[src/core/pmx_map.svh]
/*
  Register indices, field positions, reset values and idle levels of the pad
  direction and pin sharing block, as macros.
  Assumes it is included by bare name from every design file that needs it.
*/
// Operation
// - Clock pad drives in master, inputs in slave.
// - MISO pad receives in master, sends in slave.
// - Slave MISO tri-stated when not transmitting.
// - MOSI pad sends in master, receives in slave.
// - Master MOSI driven through a tri-state driver.
// - Single-wire data pad is open-drain only.
// - Active-low strong pull-up control output provided.
// - Byte 3 shares slave selects, single-wire, CAN.
// - Counter clock shares pin with serial1 receive.
// - Five counter pins share timer and transmit.
// - Ethernet positive pin swaps role in crossover.
// - Byte 4 selects two group drive strengths.
`ifndef PMX_MAP_SVH
`define PMX_MAP_SVH
// Register indices; the byte address is four times the index.
`define PMX_IDX_PIN_SEL 3'h3
`define PMX_IDX_DRIVE 3'h4
`define PMX_IDX_STATUS 3'h5
// Reset values of the configuration bytes.
`define PMX_PIN_SEL_RST 8'h00
`define PMX_DRIVE_RST 8'h00
// Field positions inside the pin select byte.
`define PMX_SPI_SEL_MSB 1
`define PMX_SPI_SEL_LSB 0
`define PMX_UART1_SEL_BIT 2
`define PMX_TIMER_SEL_MSB 4
`define PMX_TIMER_SEL_LSB 3
// Field positions inside the drive strength byte.
`define PMX_SERIAL_PORT_DRIVE_STRENGTH_BIT 0
`define PMX_COUNTER_ARRAY_DRIVE_STRENGTH_BIT 1
// Width of the synchronised pad input vector and of the status word.
`define PMX_SYNC_W 11
`define PMX_STATUS_W 13
// Levels shown to a peripheral whose pin is given to another function.
`define PMX_IDLE_HIGH 1'b1
`define PMX_IDLE_LOW 1'b0
`define PMX_IDLE_CEX 5'h00
`endif

[src/core/pmx_pkg.sv]
/*
  Types and one shared decode function of the pad direction block.
  Assumes nothing of its surroundings.
*/
package pmx_pkg;
  // Function given to the two pins shared by slave selects, single-wire and CAN.
  typedef enum logic [1:0] {
    PMX_FN_SELECT,
    PMX_FN_SINGLE_WIRE,
    PMX_FN_CAN,
    PMX_FN_NONE
  } pmx_spi_fn_t;
  typedef logic [7:0] pmx_byte_t;   // One configuration byte.
  typedef logic [31:0] pmx_word_t;  // One bus word.

  // Counter array owns a module pin when its select bit is set.
  function automatic logic [4:0] pmx_cex_owner(input logic uart_sel, input logic [1:0] tsel);
    return {tsel[1], tsel[1], tsel[0], tsel[0], uart_sel};
  endfunction : pmx_cex_owner
endpackage : pmx_pkg

[src/core/pmx_cfg_if.sv]
/*
  Interface carrying the decoded configuration from the register file to the
  pad multiplexer.
  Assumes both ends run on the same clock.
*/
`timescale 1ns/1ns
interface pmx_cfg_if;
  pmx_pkg::pmx_spi_fn_t spi_fn;          // Shared pin function.
  logic uart1_counter_pin_select;        // 1 gives counter the serial1 pins.
  logic [1:0] timer_pin_select;          // Per timer, 1 gives pins to counter.
  logic serial_port_drive_strength;      // Serial port group strength.
  logic counter_array_drive_strength;    // Counter group strength.
  modport regs (output spi_fn, uart1_counter_pin_select, timer_pin_select,
                serial_port_drive_strength, counter_array_drive_strength);
  modport mux (input spi_fn, uart1_counter_pin_select, timer_pin_select,
               serial_port_drive_strength, counter_array_drive_strength);
endinterface : pmx_cfg_if

[src/core/pmx_pad_mux.sv]
/*
  Pad direction and pin sharing for the serial port, single-wire bus, CAN,
  counter array, timers, serial port 1 and the Ethernet positive receive pin.
  Assumes pad inputs are asynchronous and pass a two-flop synchroniser, and
  that peripheral-side inputs and mode levels come from the same clock.
*/
`timescale 1ns/1ns
`include "pmx_map.svh"
module pmx_pad_mux (
  input wire logic i_clock,
  input wire logic i_rst,
  // Register bus.
  input wire logic [4:0] i_avs_address,
  input wire logic i_avs_read,
  input wire logic i_avs_write,
  input wire pmx_pkg::pmx_word_t i_avs_writedata,
  input wire logic [3:0] i_avs_byteenable,
  output pmx_pkg::pmx_word_t o_avs_readdata,
  output logic o_avs_waitrequest,
  // Serial port core side.
  input wire logic i_spi_master,
  input wire logic i_spi_sclk_out,
  input wire logic i_spi_mosi_out,
  input wire logic i_spi_mosi_oe,
  input wire logic i_spi_miso_out,
  input wire logic i_spi_miso_oe,
  input wire logic [2:1] i_spi_select_n,
  output logic o_spi_sclk_in,
  output logic o_spi_miso_in,
  output logic o_spi_mosi_in,
  // Single-wire bus and CAN core side.
  input wire logic i_sw_pull_low,
  input wire logic i_strong_pullup_enable_n,
  output logic o_sw_data_in,
  input wire logic i_can_transmit,
  output logic o_can_receive,
  // Counter array, timers and serial port 1 core side.
  input wire logic [4:0] i_counter_module_out,
  input wire logic [4:0] i_counter_module_oe,
  output logic [4:0] o_counter_module_in,
  output logic o_counter_array_ext_clock,
  output logic o_serial1_receive,
  input wire logic i_serial1_transmit,
  output logic o_timer1_gate,
  output logic o_timer1_clock,
  output logic o_timer2_gate,
  output logic o_timer2_clock,
  // Ethernet side.
  input wire logic i_eth_mdix,
  input wire logic i_eth_tx_pos,
  output logic o_eth_rx_pos,
  // Pads.
  input wire logic i_sclk_pad_in,
  output logic o_sclk_pad_out,
  output logic o_sclk_pad_oe,
  input wire logic i_miso_pad_in,
  output logic o_miso_pad_out,
  output logic o_miso_pad_oe,
  input wire logic i_mosi_pad_in,
  output logic o_mosi_pad_out,
  output logic o_mosi_pad_oe,
  input wire logic i_shared_a_pad_in,
  output logic o_shared_a_pad_out,
  output logic o_shared_a_pad_oe,
  output logic o_shared_b_pad_out,
  output logic o_shared_b_pad_oe,
  input wire logic i_ext_clock_pad_in,
  input wire logic [4:0] i_counter_module_pin_in,
  output logic [4:0] o_counter_module_pin_out,
  output logic [4:0] o_counter_module_pin_oe,
  input wire logic i_eth_rx_pos_pin_in,
  output logic o_eth_rx_pos_pin_out,
  output logic o_eth_rx_pos_pin_oe,
  // Pad drive strength controls.
  output logic o_serial_port_drive_strength,
  output logic o_counter_array_drive_strength
);
  import pmx_pkg::*;

  pmx_cfg_if cfg ();                // Decoded configuration.
  logic [`PMX_SYNC_W-1:0] pad_raw;  // Raw pad levels.
  logic [`PMX_SYNC_W-1:0] pad_s;    // Synchronised pad levels.
  logic s_sclk;                     // Synchronised clock pad.
  logic s_miso;                     // Synchronised MISO pad.
  logic s_mosi;                     // Synchronised MOSI pad.
  logic s_shared_a;                 // Synchronised shared pin A.
  logic s_eci;                      // Synchronised counter clock pin.
  logic [4:0] s_cex;                // Synchronised counter module pins.
  logic s_eth;                      // Synchronised Ethernet pin.
  logic [4:0] cex_own;              // Counter array owns these pins.

  assign pad_raw = {i_eth_rx_pos_pin_in, i_counter_module_pin_in, i_ext_clock_pad_in,
                    i_shared_a_pad_in, i_mosi_pad_in, i_miso_pad_in, i_sclk_pad_in};
  assign {s_eth, s_cex, s_eci, s_shared_a, s_mosi, s_miso, s_sclk} = pad_s;
  assign cex_own = pmx_cex_owner(cfg.uart1_counter_pin_select, cfg.timer_pin_select);

  // Pad levels cross in through two flops before any mux reads them.
  pmx_sync #(
    .W(`PMX_SYNC_W)
  ) u_sync (
    .i_clock(i_clock),
    .i_rst(i_rst),
    .i_async(pad_raw),
    .o_sync(pad_s)
  );

  // Register file; status shows the mode inputs and the pad levels.
  pmx_regs u_regs (
    .i_clock(i_clock),
    .i_rst(i_rst),
    .i_avs_address(i_avs_address),
    .i_avs_read(i_avs_read),
    .i_avs_write(i_avs_write),
    .i_avs_writedata(i_avs_writedata),
    .i_avs_byteenable(i_avs_byteenable),
    .i_status({i_eth_mdix, i_spi_master, pad_s}),
    .o_avs_readdata(o_avs_readdata),
    .o_avs_waitrequest(o_avs_waitrequest),
    .cfg(cfg)
  );

  // Serial port pads swap direction with master and slave mode.
  always_ff @(posedge i_clock or posedge i_rst) begin
    if (i_rst) begin
      o_sclk_pad_out <= 1'b0;
      o_sclk_pad_oe <= 1'b0;
      o_miso_pad_out <= 1'b0;
      o_miso_pad_oe <= 1'b0;
      o_mosi_pad_out <= 1'b0;
      o_mosi_pad_oe <= 1'b0;
      o_spi_sclk_in <= `PMX_IDLE_LOW;
      o_spi_miso_in <= `PMX_IDLE_LOW;
      o_spi_mosi_in <= `PMX_IDLE_LOW;
    end else begin
      o_sclk_pad_out <= i_spi_sclk_out;
      o_sclk_pad_oe <= i_spi_master;
      o_spi_sclk_in <= i_spi_master ? `PMX_IDLE_LOW : s_sclk;
      o_miso_pad_out <= i_spi_miso_out;
      o_miso_pad_oe <= ~i_spi_master & i_spi_miso_oe;
      o_spi_miso_in <= i_spi_master ? s_miso : `PMX_IDLE_LOW;
      o_mosi_pad_out <= i_spi_mosi_out;
      o_mosi_pad_oe <= i_spi_master & i_spi_mosi_oe;
      o_spi_mosi_in <= i_spi_master ? `PMX_IDLE_LOW : s_mosi;
    end
  end

  // Shared pins A and B; an unused function sees idle and drives nothing.
  always_ff @(posedge i_clock or posedge i_rst) begin
    if (i_rst) begin
      o_shared_a_pad_out <= 1'b0;
      o_shared_a_pad_oe <= 1'b0;
      o_shared_b_pad_out <= 1'b0;
      o_shared_b_pad_oe <= 1'b0;
      o_sw_data_in <= `PMX_IDLE_HIGH;
      o_can_receive <= `PMX_IDLE_HIGH;
    end else begin
      o_sw_data_in <= `PMX_IDLE_HIGH;
      o_can_receive <= `PMX_IDLE_HIGH;
      case (cfg.spi_fn)
        PMX_FN_SELECT: begin
          // Slave selects only drive in master mode.
          o_shared_a_pad_out <= i_spi_select_n[1];
          o_shared_a_pad_oe <= i_spi_master;
          o_shared_b_pad_out <= i_spi_select_n[2];
          o_shared_b_pad_oe <= i_spi_master;
        end
        PMX_FN_SINGLE_WIRE: begin
          // Open drain: only ever a driven low, never a driven high.
          o_shared_a_pad_out <= 1'b0;
          o_shared_a_pad_oe <= i_sw_pull_low;
          o_sw_data_in <= s_shared_a;
          o_shared_b_pad_out <= i_strong_pullup_enable_n;
          o_shared_b_pad_oe <= 1'b1;
        end
        PMX_FN_CAN: begin
          o_shared_a_pad_out <= 1'b0;
          o_shared_a_pad_oe <= 1'b0;
          o_can_receive <= s_shared_a;
          o_shared_b_pad_out <= i_can_transmit;
          o_shared_b_pad_oe <= 1'b1;
        end
        default: begin
          // Unassigned code parks both pins released.
          o_shared_a_pad_out <= 1'b0;
          o_shared_a_pad_oe <= 1'b0;
          o_shared_b_pad_out <= 1'b0;
          o_shared_b_pad_oe <= 1'b0;
        end
      endcase
    end
  end

  // Counter clock pin and serial1 receive share one input.
  always_ff @(posedge i_clock or posedge i_rst) begin
    if (i_rst) begin
      o_counter_array_ext_clock <= `PMX_IDLE_LOW;
      o_serial1_receive <= `PMX_IDLE_HIGH;
    end else begin
      o_counter_array_ext_clock <= cfg.uart1_counter_pin_select ? s_eci : `PMX_IDLE_LOW;
      o_serial1_receive <= cfg.uart1_counter_pin_select ? `PMX_IDLE_HIGH : s_eci;
    end
  end

  // Counter module pins; pin 0 else transmits serial1, 1..4 feed timers.
  always_ff @(posedge i_clock or posedge i_rst) begin
    if (i_rst) begin
      o_counter_module_pin_out <= 5'h00;
      o_counter_module_pin_oe <= 5'h00;
      o_counter_module_in <= `PMX_IDLE_CEX;
      o_timer1_clock <= `PMX_IDLE_LOW;
      o_timer1_gate <= `PMX_IDLE_LOW;
      o_timer2_clock <= `PMX_IDLE_LOW;
      o_timer2_gate <= `PMX_IDLE_LOW;
    end else begin
      o_counter_module_pin_out <= cex_own & i_counter_module_out |
                                  {4'h0, ~cex_own[0] & i_serial1_transmit};
      o_counter_module_pin_oe <= cex_own & i_counter_module_oe | {4'h0, ~cex_own[0]};
      o_counter_module_in <= cex_own & s_cex;
      o_timer1_clock <= ~cex_own[1] & s_cex[1];
      o_timer1_gate <= ~cex_own[2] & s_cex[2];
      o_timer2_clock <= ~cex_own[3] & s_cex[3];
      o_timer2_gate <= ~cex_own[4] & s_cex[4];
    end
  end

  // Ethernet positive pin receives in straight mode, transmits in crossover.
  always_ff @(posedge i_clock or posedge i_rst) begin
    if (i_rst) begin
      o_eth_rx_pos_pin_out <= 1'b0;
      o_eth_rx_pos_pin_oe <= 1'b0;
      o_eth_rx_pos <= `PMX_IDLE_LOW;
    end else begin
      o_eth_rx_pos_pin_out <= i_eth_tx_pos;
      o_eth_rx_pos_pin_oe <= i_eth_mdix;
      o_eth_rx_pos <= i_eth_mdix ? `PMX_IDLE_LOW : s_eth;
    end
  end

  // Drive strengths follow the configuration byte one cycle later.
  always_ff @(posedge i_clock or posedge i_rst) begin
    if (i_rst) begin
      o_serial_port_drive_strength <= 1'b0;
      o_counter_array_drive_strength <= 1'b0;
    end else begin
      o_serial_port_drive_strength <= cfg.serial_port_drive_strength;
      o_counter_array_drive_strength <= cfg.counter_array_drive_strength;
    end
  end

  // Clock pad drive follows the mode; in slave the pad level reaches the core.
  // Three edges after reset are skipped, since the synchroniser still holds zeros.
  property p_sclk_dir;
    @(posedge i_clock) disable iff (i_rst)
    !$past(i_rst, 3) |-> o_sclk_pad_oe == $past(i_spi_master) &&
             ($past(i_spi_master) || o_spi_sclk_in == $past(i_sclk_pad_in, 3));
  endproperty
  a_sclk_dir: assert property (p_sclk_dir) else $error("clock pad direction wrong");

  // In master mode the MISO pad reaches the core three cycles later.
  property p_miso_rx;
    @(posedge i_clock) disable iff (i_rst)
    $past(i_spi_master) |-> o_spi_miso_in == $past(i_miso_pad_in, 3) && !o_miso_pad_oe;
  endproperty
  a_miso_rx: assert property (p_miso_rx) else $error("miso receive path wrong");

  // Slave MISO driver only on while transmitting.
  property p_miso_tri;
    @(posedge i_clock) disable iff (i_rst)
    !$past(i_spi_master) |-> o_miso_pad_oe == $past(i_spi_miso_oe);
  endproperty
  a_miso_tri: assert property (p_miso_tri) else $error("miso driver not released");

  // In slave mode the MOSI pad reaches the core and is never driven.
  property p_mosi_rx;
    @(posedge i_clock) disable iff (i_rst)
    !$past(i_spi_master) && !$past(i_rst, 3) |->
      o_spi_mosi_in == $past(i_mosi_pad_in, 3) && !o_mosi_pad_oe;
  endproperty
  a_mosi_rx: assert property (p_mosi_rx) else $error("mosi receive path wrong");

  // Master MOSI driver follows the core enable.
  property p_mosi_tri;
    @(posedge i_clock) disable iff (i_rst)
    $past(i_spi_master) |-> o_mosi_pad_oe == $past(i_spi_mosi_oe) &&
                            o_mosi_pad_out == $past(i_spi_mosi_out);
  endproperty
  a_mosi_tri: assert property (p_mosi_tri) else $error("mosi driver wrong");

  // Single-wire pin never drives high.
  property p_open_drain;
    @(posedge i_clock) disable iff (i_rst)
    $past(cfg.spi_fn == PMX_FN_SINGLE_WIRE) |->
      !o_shared_a_pad_out && o_shared_a_pad_oe == $past(i_sw_pull_low);
  endproperty
  a_open_drain: assert property (p_open_drain) else $error("single-wire pin drove high");

  // Strong pull-up pin carries the active-low control.
  property p_pullup;
    @(posedge i_clock) disable iff (i_rst)
    $past(cfg.spi_fn == PMX_FN_SINGLE_WIRE) |->
      o_shared_b_pad_oe && o_shared_b_pad_out == $past(i_strong_pullup_enable_n);
  endproperty
  a_pullup: assert property (p_pullup) else $error("strong pull-up level wrong");

  // CAN receive follows pin A, else rests recessive.
  property p_can;
    @(posedge i_clock) disable iff (i_rst)
    o_can_receive == ($past(cfg.spi_fn == PMX_FN_CAN) ? $past(i_shared_a_pad_in, 3) : 1'b1);
  endproperty
  a_can: assert property (p_can) else $error("CAN receive path wrong");

  // With the counter selected, serial1 receive rests idle and the counter clock sees the pin.
  property p_eci;
    @(posedge i_clock) disable iff (i_rst)
    $past(cfg.uart1_counter_pin_select) |->
      o_serial1_receive && o_counter_array_ext_clock == $past(i_ext_clock_pad_in, 3);
  endproperty
  a_eci: assert property (p_eci) else $error("counter clock path wrong");

  // Pin 0 carries serial1 transmit when not owned by the counter array.
  property p_cex0;
    @(posedge i_clock) disable iff (i_rst)
    !$past(cfg.uart1_counter_pin_select) && !$past(i_rst, 3) |->
      o_counter_module_pin_oe[0] && o_counter_module_pin_out[0] == $past(i_serial1_transmit);
  endproperty
  a_cex0: assert property (p_cex0) else $error("serial1 transmit pin wrong");

  // Timer 2 pins 3 and 4, when timer-owned, are never driven and the counter sees idle there.
  property p_timer_pins;
    @(posedge i_clock) disable iff (i_rst)
    !$past(cfg.timer_pin_select[1]) |->
      o_counter_module_pin_oe[4:3] == 2'h0 && o_counter_module_in[4:3] == 2'h0;
  endproperty
  a_timer_pins: assert property (p_timer_pins) else $error("timer pin driven");

  // Crossover turns the receive pin into a driven transmit pin.
  property p_eth;
    @(posedge i_clock) disable iff (i_rst)
    $past(i_eth_mdix) |-> o_eth_rx_pos_pin_oe && o_eth_rx_pos_pin_out == $past(i_eth_tx_pos);
  endproperty
  a_eth: assert property (p_eth) else $error("crossover pin role wrong");

  // Counter array strength output tracks the configuration byte.
  property p_ods;
    @(posedge i_clock) disable iff (i_rst)
    o_counter_array_drive_strength == $past(cfg.counter_array_drive_strength);
  endproperty
  a_ods: assert property (p_ods) else $error("drive strength wrong");
endmodule : pmx_pad_mux

[src/core/pmx_regs.sv]
/*
  Avalon-MM slave holding the pin select byte, the drive strength byte and a
  read-only status word of the two mode inputs and the synchronised pad levels.
  Assumes a master that holds its request until waitrequest is seen low.
*/
`timescale 1ns/1ns
`include "pmx_map.svh"
module pmx_regs (
  input wire logic i_clock,
  input wire logic i_rst,
  input wire logic [4:0] i_avs_address,
  input wire logic i_avs_read,
  input wire logic i_avs_write,
  input wire pmx_pkg::pmx_word_t i_avs_writedata,
  input wire logic [3:0] i_avs_byteenable,
  input wire logic [`PMX_STATUS_W-1:0] i_status,
  output pmx_pkg::pmx_word_t o_avs_readdata,
  output logic o_avs_waitrequest,
  pmx_cfg_if.regs cfg
);
  import pmx_pkg::*;

  pmx_byte_t pin_sel_q;  // Pin select byte.
  pmx_byte_t drive_q;    // Drive strength byte.
  pmx_word_t rdata_q;    // Registered read data.
  logic wait_q;          // Waitrequest, high while idle.
  logic [2:0] idx;       // Word index of the access.
  logic req;             // Any request present.
  logic done;            // Request completes at this edge.

  assign idx = i_avs_address[4:2];
  assign req = i_avs_read | i_avs_write;
  assign done = req & ~wait_q;

  // Every access takes one wait cycle; the pause gives time to register data.
  always_ff @(posedge i_clock or posedge i_rst) begin
    if (i_rst) begin
      wait_q <= 1'b1;
    end else begin
      wait_q <= ~(req & wait_q);
    end
  end

  // Read data are captured during the wait cycle; unmapped words read zero.
  always_ff @(posedge i_clock or posedge i_rst) begin
    if (i_rst) begin
      rdata_q <= 32'h00000000;
    end else if (i_avs_read && wait_q) begin
      case (idx)
        `PMX_IDX_PIN_SEL: rdata_q <= {24'h000000, pin_sel_q};
        `PMX_IDX_DRIVE: rdata_q <= {24'h000000, drive_q};
        `PMX_IDX_STATUS: rdata_q <= {19'h00000, i_status};
        default: rdata_q <= 32'h00000000;
      endcase
    end
  end

  // Writes land on the completing edge; only the low byte lane carries data.
  always_ff @(posedge i_clock or posedge i_rst) begin
    if (i_rst) begin
      pin_sel_q <= `PMX_PIN_SEL_RST;
      drive_q <= `PMX_DRIVE_RST;
    end else if (done && i_avs_write && i_avs_byteenable[0]) begin
      if (idx == `PMX_IDX_PIN_SEL) begin
        pin_sel_q <= i_avs_writedata[7:0];
      end
      if (idx == `PMX_IDX_DRIVE) begin
        drive_q <= i_avs_writedata[7:0];
      end
    end
  end

  assign cfg.spi_fn = pmx_spi_fn_t'(pin_sel_q[`PMX_SPI_SEL_MSB:`PMX_SPI_SEL_LSB]);
  assign cfg.uart1_counter_pin_select = pin_sel_q[`PMX_UART1_SEL_BIT];
  assign cfg.timer_pin_select = pin_sel_q[`PMX_TIMER_SEL_MSB:`PMX_TIMER_SEL_LSB];
  assign cfg.serial_port_drive_strength = drive_q[`PMX_SERIAL_PORT_DRIVE_STRENGTH_BIT];
  assign cfg.counter_array_drive_strength = drive_q[`PMX_COUNTER_ARRAY_DRIVE_STRENGTH_BIT];
  assign o_avs_readdata = rdata_q;
  assign o_avs_waitrequest = wait_q;

  // A write of the pin select byte is visible on the next cycle.
  property p_sel_write;
    @(posedge i_clock) disable iff (i_rst)
    (done && i_avs_write && i_avs_byteenable[0] && idx == `PMX_IDX_PIN_SEL)
      |=> pin_sel_q == $past(i_avs_writedata[7:0]);
  endproperty
  a_sel_write: assert property (p_sel_write) else $error("pin select write lost");
endmodule : pmx_regs

[src/core/pmx_sync.sv]
/*
  Two-flop synchroniser for a vector of pad inputs.
  Assumes every bit is an independent level; no bus coherence is promised.
*/
`timescale 1ns/1ns
module pmx_sync #(
  parameter int W = 1
) (
  input wire logic i_clock,
  input wire logic i_rst,
  input wire logic [W-1:0] i_async,
  output logic [W-1:0] o_sync
);
  logic [W-1:0] meta_q;  // First stage, read only by the second stage.
  logic [W-1:0] sync_q;  // Second stage, safe for logic.

  // Both stages clear to zero; pads settle before anything trusts them.
  always_ff @(posedge i_clock or posedge i_rst) begin
    if (i_rst) begin
      meta_q <= '0;
      sync_q <= '0;
    end else begin
      meta_q <= i_async;
      sync_q <= meta_q;
    end
  end

  assign o_sync = sync_q;
endmodule : pmx_sync

[config.mk]
export PLATFORM = sky130hd
export DESIGN_NAME = pmx_pad_mux
export DESIGN_NICKNAME = d
export VERILOG_FILES = /design/src/core/pmx_pkg.sv /design/src/core/pmx_cfg_if.sv /design/src/core/pmx_pad_mux.sv /design/src/core/pmx_regs.sv /design/src/core/pmx_sync.sv
export VERILOG_INCLUDE_DIRS = /design/src /design/src/core
export SDC_FILE = /design/constraint.sdc
export NUM_CORES = 1
export LEC_CHECK = 0
export ABC_AREA = 1
export BUFFER_PORTS_ARGS = -buffer_cell sky130_fd_sc_hd__buf_2
export CORE_MARGIN = 5
export CORE_UTILIZATION = 25
export CTS_BUF_LIST = sky130_fd_sc_hd__clkbuf_2 sky130_fd_sc_hd__clkbuf_4 sky130_fd_sc_hd__clkbuf_8
export CTS_CLUSTER_SIZE = 8
export DETAILED_ROUTE_END_ITERATION = 10
export GPL_ROUTABILITY_DRIVEN = 1
export HOLD_SLACK_MARGIN = 0.12
export PLACE_DENSITY = 0.52
export SYNTH_ARGS = -nofsm -noshare
export SYNTH_HDL_FRONTEND = slang
export SYNTH_SLANG_ARGS = --single-unit
[constraint.sdc]
create_clock -name i_clock -period 7.7 [get_ports i_clock]
set_input_delay 1.54 -clock i_clock [delete_from_list [all_inputs] [get_ports i_clock]]
set_output_delay 1.54 -clock i_clock [all_outputs]
set_load 0.01 [all_outputs]
==> results.toml <==
[hold_path]
holdPathEnd = "u_sync.o_sync[1]"
hp-class = "reg -> reg"
min_from = "u_sync.meta_q[1]"
hold_path_depth = 0

[placement]
dp_hpwl_um = 5920
placed_area_um2 = 4130
routabilityCongestion = 0.773
io_buffers = 105

[worst_setup_path]
slowest_stage = "dfstp_2"
path_delay_family = "flip-flops"
r2r-end = "u_regs.o_avs_readdata[6]"
worstPathMaxFanout = 4
critPathCaptureType = "output pin"
crit_chain = "buf_2"
startpoint = "u_regs.o_avs_waitrequest"
critPathBufInv = 1
path_class = "reg -> out"
crit_required_ns = 6.16
r2r_slack_ns = 6.13
critPathMaxStageDelay_ns = 0.58
reg2reg_depth = 4
r2r-start = "u_regs.o_avs_waitrequest"
startpoint_type = "flip-flop"
cp.arrival_ns = 1.08

[cts]
clock_path_buffers = 2
clock_latency_ns = 0.36
post_cts_buffers = 0
cts.clk_slew.worst_paths_ns = 0.09
cts_resized = 0
htreeDepth = 3
root_buffer = "clkbuf_8"
cts_buffers = 9
numClockSinks = 93
cts_tree = "done"
cts_hold_buf = 0

[global_routing]
grt_busiest_layer = "met2"
antenna_found_initial = 4
grt_pass1_wl_um = 12800
grtUsageTotal = 0.0996
use_met3 = 0.0361
grt_pass1_vias = 2507
met2_usage = 0.154
use_met1 = 0.122
grt_overflow_total = 0
grt_max_degree = 73

[pwr]
p_leak_nw = 2.39
p_per_area_nw_per_um2 = 253
power_mw = 1.09
ir_drop_uv = 82.9

[yosys]
synth_area_leader_cell = "dfrtp_1"
async_flop_share = 1.00
avgSynthCellArea_um2 = 10.8
synth_edf_count = 0
ys_warn_count = 0
ys_seq_elements = 93
synth_cells = 324
synth_area_um2 = 3510
yosysTopAreaCellShare = 0.635
synthTopCellsByCount = "89 x dfrtp_1, 85 x nand2_1, 37 x inv_1"
yosysSeqAreaShare = 0.665
synth_area_leaders = "dfrtp_1 63%, nand2_1 9.1%, buf_4 4.3%"
synth_cell_types = 28
yosysMostFrequentCell = "dfrtp_1"
synth_flop_cell = "dfrtp_1"

[layout]
fillCellCount = 1431
fin_area_um2 = 4330
finalNetCount = 515
area_growth_pct = 23.4
utilization = 0.313
multi_input_comb_area_um2 = 877
register_area_um2 = 2330
drive_above_1_share = 0.321

[timing]
max_freq_mhz = 382
tns_ns = 0
worst_slew_pin_slew_ns = 0.896
rsz0062_at_grt = "false"
slew_violations = 0
clock_skew_ns = 0.00979
period_share = 0.340
setup_violations = 0
finalHoldViolCount = 0
fin_crit_ns = 2.62
slew_headroom = 0.403

[drt]
drt-total-wl_um = 7990
first_pass_iters = 4
drc_errors = 0
viasPerCell = 3.93
antenna_left = 0
wire_per_inst_um = 13.0
drtIter0Drc = 147
vias = 2427

[floorplan]
die_y_um = 128
start_util = 0.254
pin_count = 154
core-area_um2 = 13800
fp.dieArea_um2 = 16500
die_x_um = 128
num_rows = 43

[run_status]
status = "completed"

[run]
drv_cap = 0
==> cells by family (layout without fill, tap and decap cells) <==
logic type,Yosys count,after routing,synth area share
simple gates,142,142,0.187
flops,93,93,0.665
buf+inv,68,162,0.104
compound gates,16,16,0.0282
fa+ha+maj,4,4,0.0143
other cells,1,20,0.00107
==> layer usage <==
layer,part of all wire,vias up
met2,0.44,80
met3,0.098,17
met4,0.025,6
met1,0.43,1129
li1,-,1195
met5,0.0041,-
==> through the flow <==
stage | setup WS [ns] | hold WS (ns) | std cells
after detailed placement | 4.80 | 0.335 | 600
after CTS | 5.06 | 0.355 | 616
final | 5.08 | 0.351 | 617
after global routing | 5.03 | 0.356 | 617
after floorplan | 3.75 | 0.331 | 342
after global placement | 4.86 | 0.334 | 600
==> where the power goes <==
group	internal, mW	switching, mW	total (mW)
logic	0.0681	0.106	0.174
registers	0.555	0.0391	0.594
clock network	0.158	0.169	0.328
total	0.781	0.314	1.09
==> area by class of cell <==
type | instances | share of cell area
clock inverters | 6 | 0.0144
well taps | 180 | 0.0520
multi-input cells | 181 | 0.203
diodes | 1 | 0.000578
flip-flops and latches | 93 | 0.539
inverters | 40 | 0.0370
repair buffers | 106 | 0.123
clock buffers | 10 | 0.0318
==> layout by cell type (no fill, tap or decap), drive strengths merged <==
master | Yosys | final
buf | 25 | 106
dfrtp | 89 | 89
inv | 39 | 39
and2b | 1 | 1
bufinv | 0 | 1
conb | 1 | 19
clkinv | 1 | 6
nand3 | 26 | 26
ha | 4 | 4
dfstp | 4 | 4
a31o | 1 | 1
diode | 0 | 1
a21oi | 1 | 1
o31ai | 3 | 3
or2 | 2 | 2
nor2 | 10 | 10
o21ai | 11 | 11
clkbuf | 3 | 10
nand4 | 16 | 16
nand2 | 86 | 86
nor3 | 1 | 1
==> registers in the layout (all words and copies together) (netlist names), 5 cells and up <==
name                      flops
o_counter_module_in           5
o_counter_module_pin_oe       5
u_regs.o_avs_readdata        13
o_counter_module_pin_out      5
u_regs.drive_q                8
u_sync.meta_q                11
u_sync.o_sync                11
u_regs.pin_sel_q              8
==> worst max path at each step <==
stage                                                end  slack, ns  cells after the start
after global placement         u_regs.o_avs_readdata[11]       4.86                      5
after CTS                              o_avs_waitrequest       5.06                      1
after floorplan           o_counter_array_drive_strength       3.75                      1
final                                  o_avs_waitrequest       5.08                      1
after detailed placement        u_regs.o_avs_readdata[1]       4.80                      5
after global routing                   o_avs_waitrequest       5.03                      1
Power figures use the tool's default switching activity.
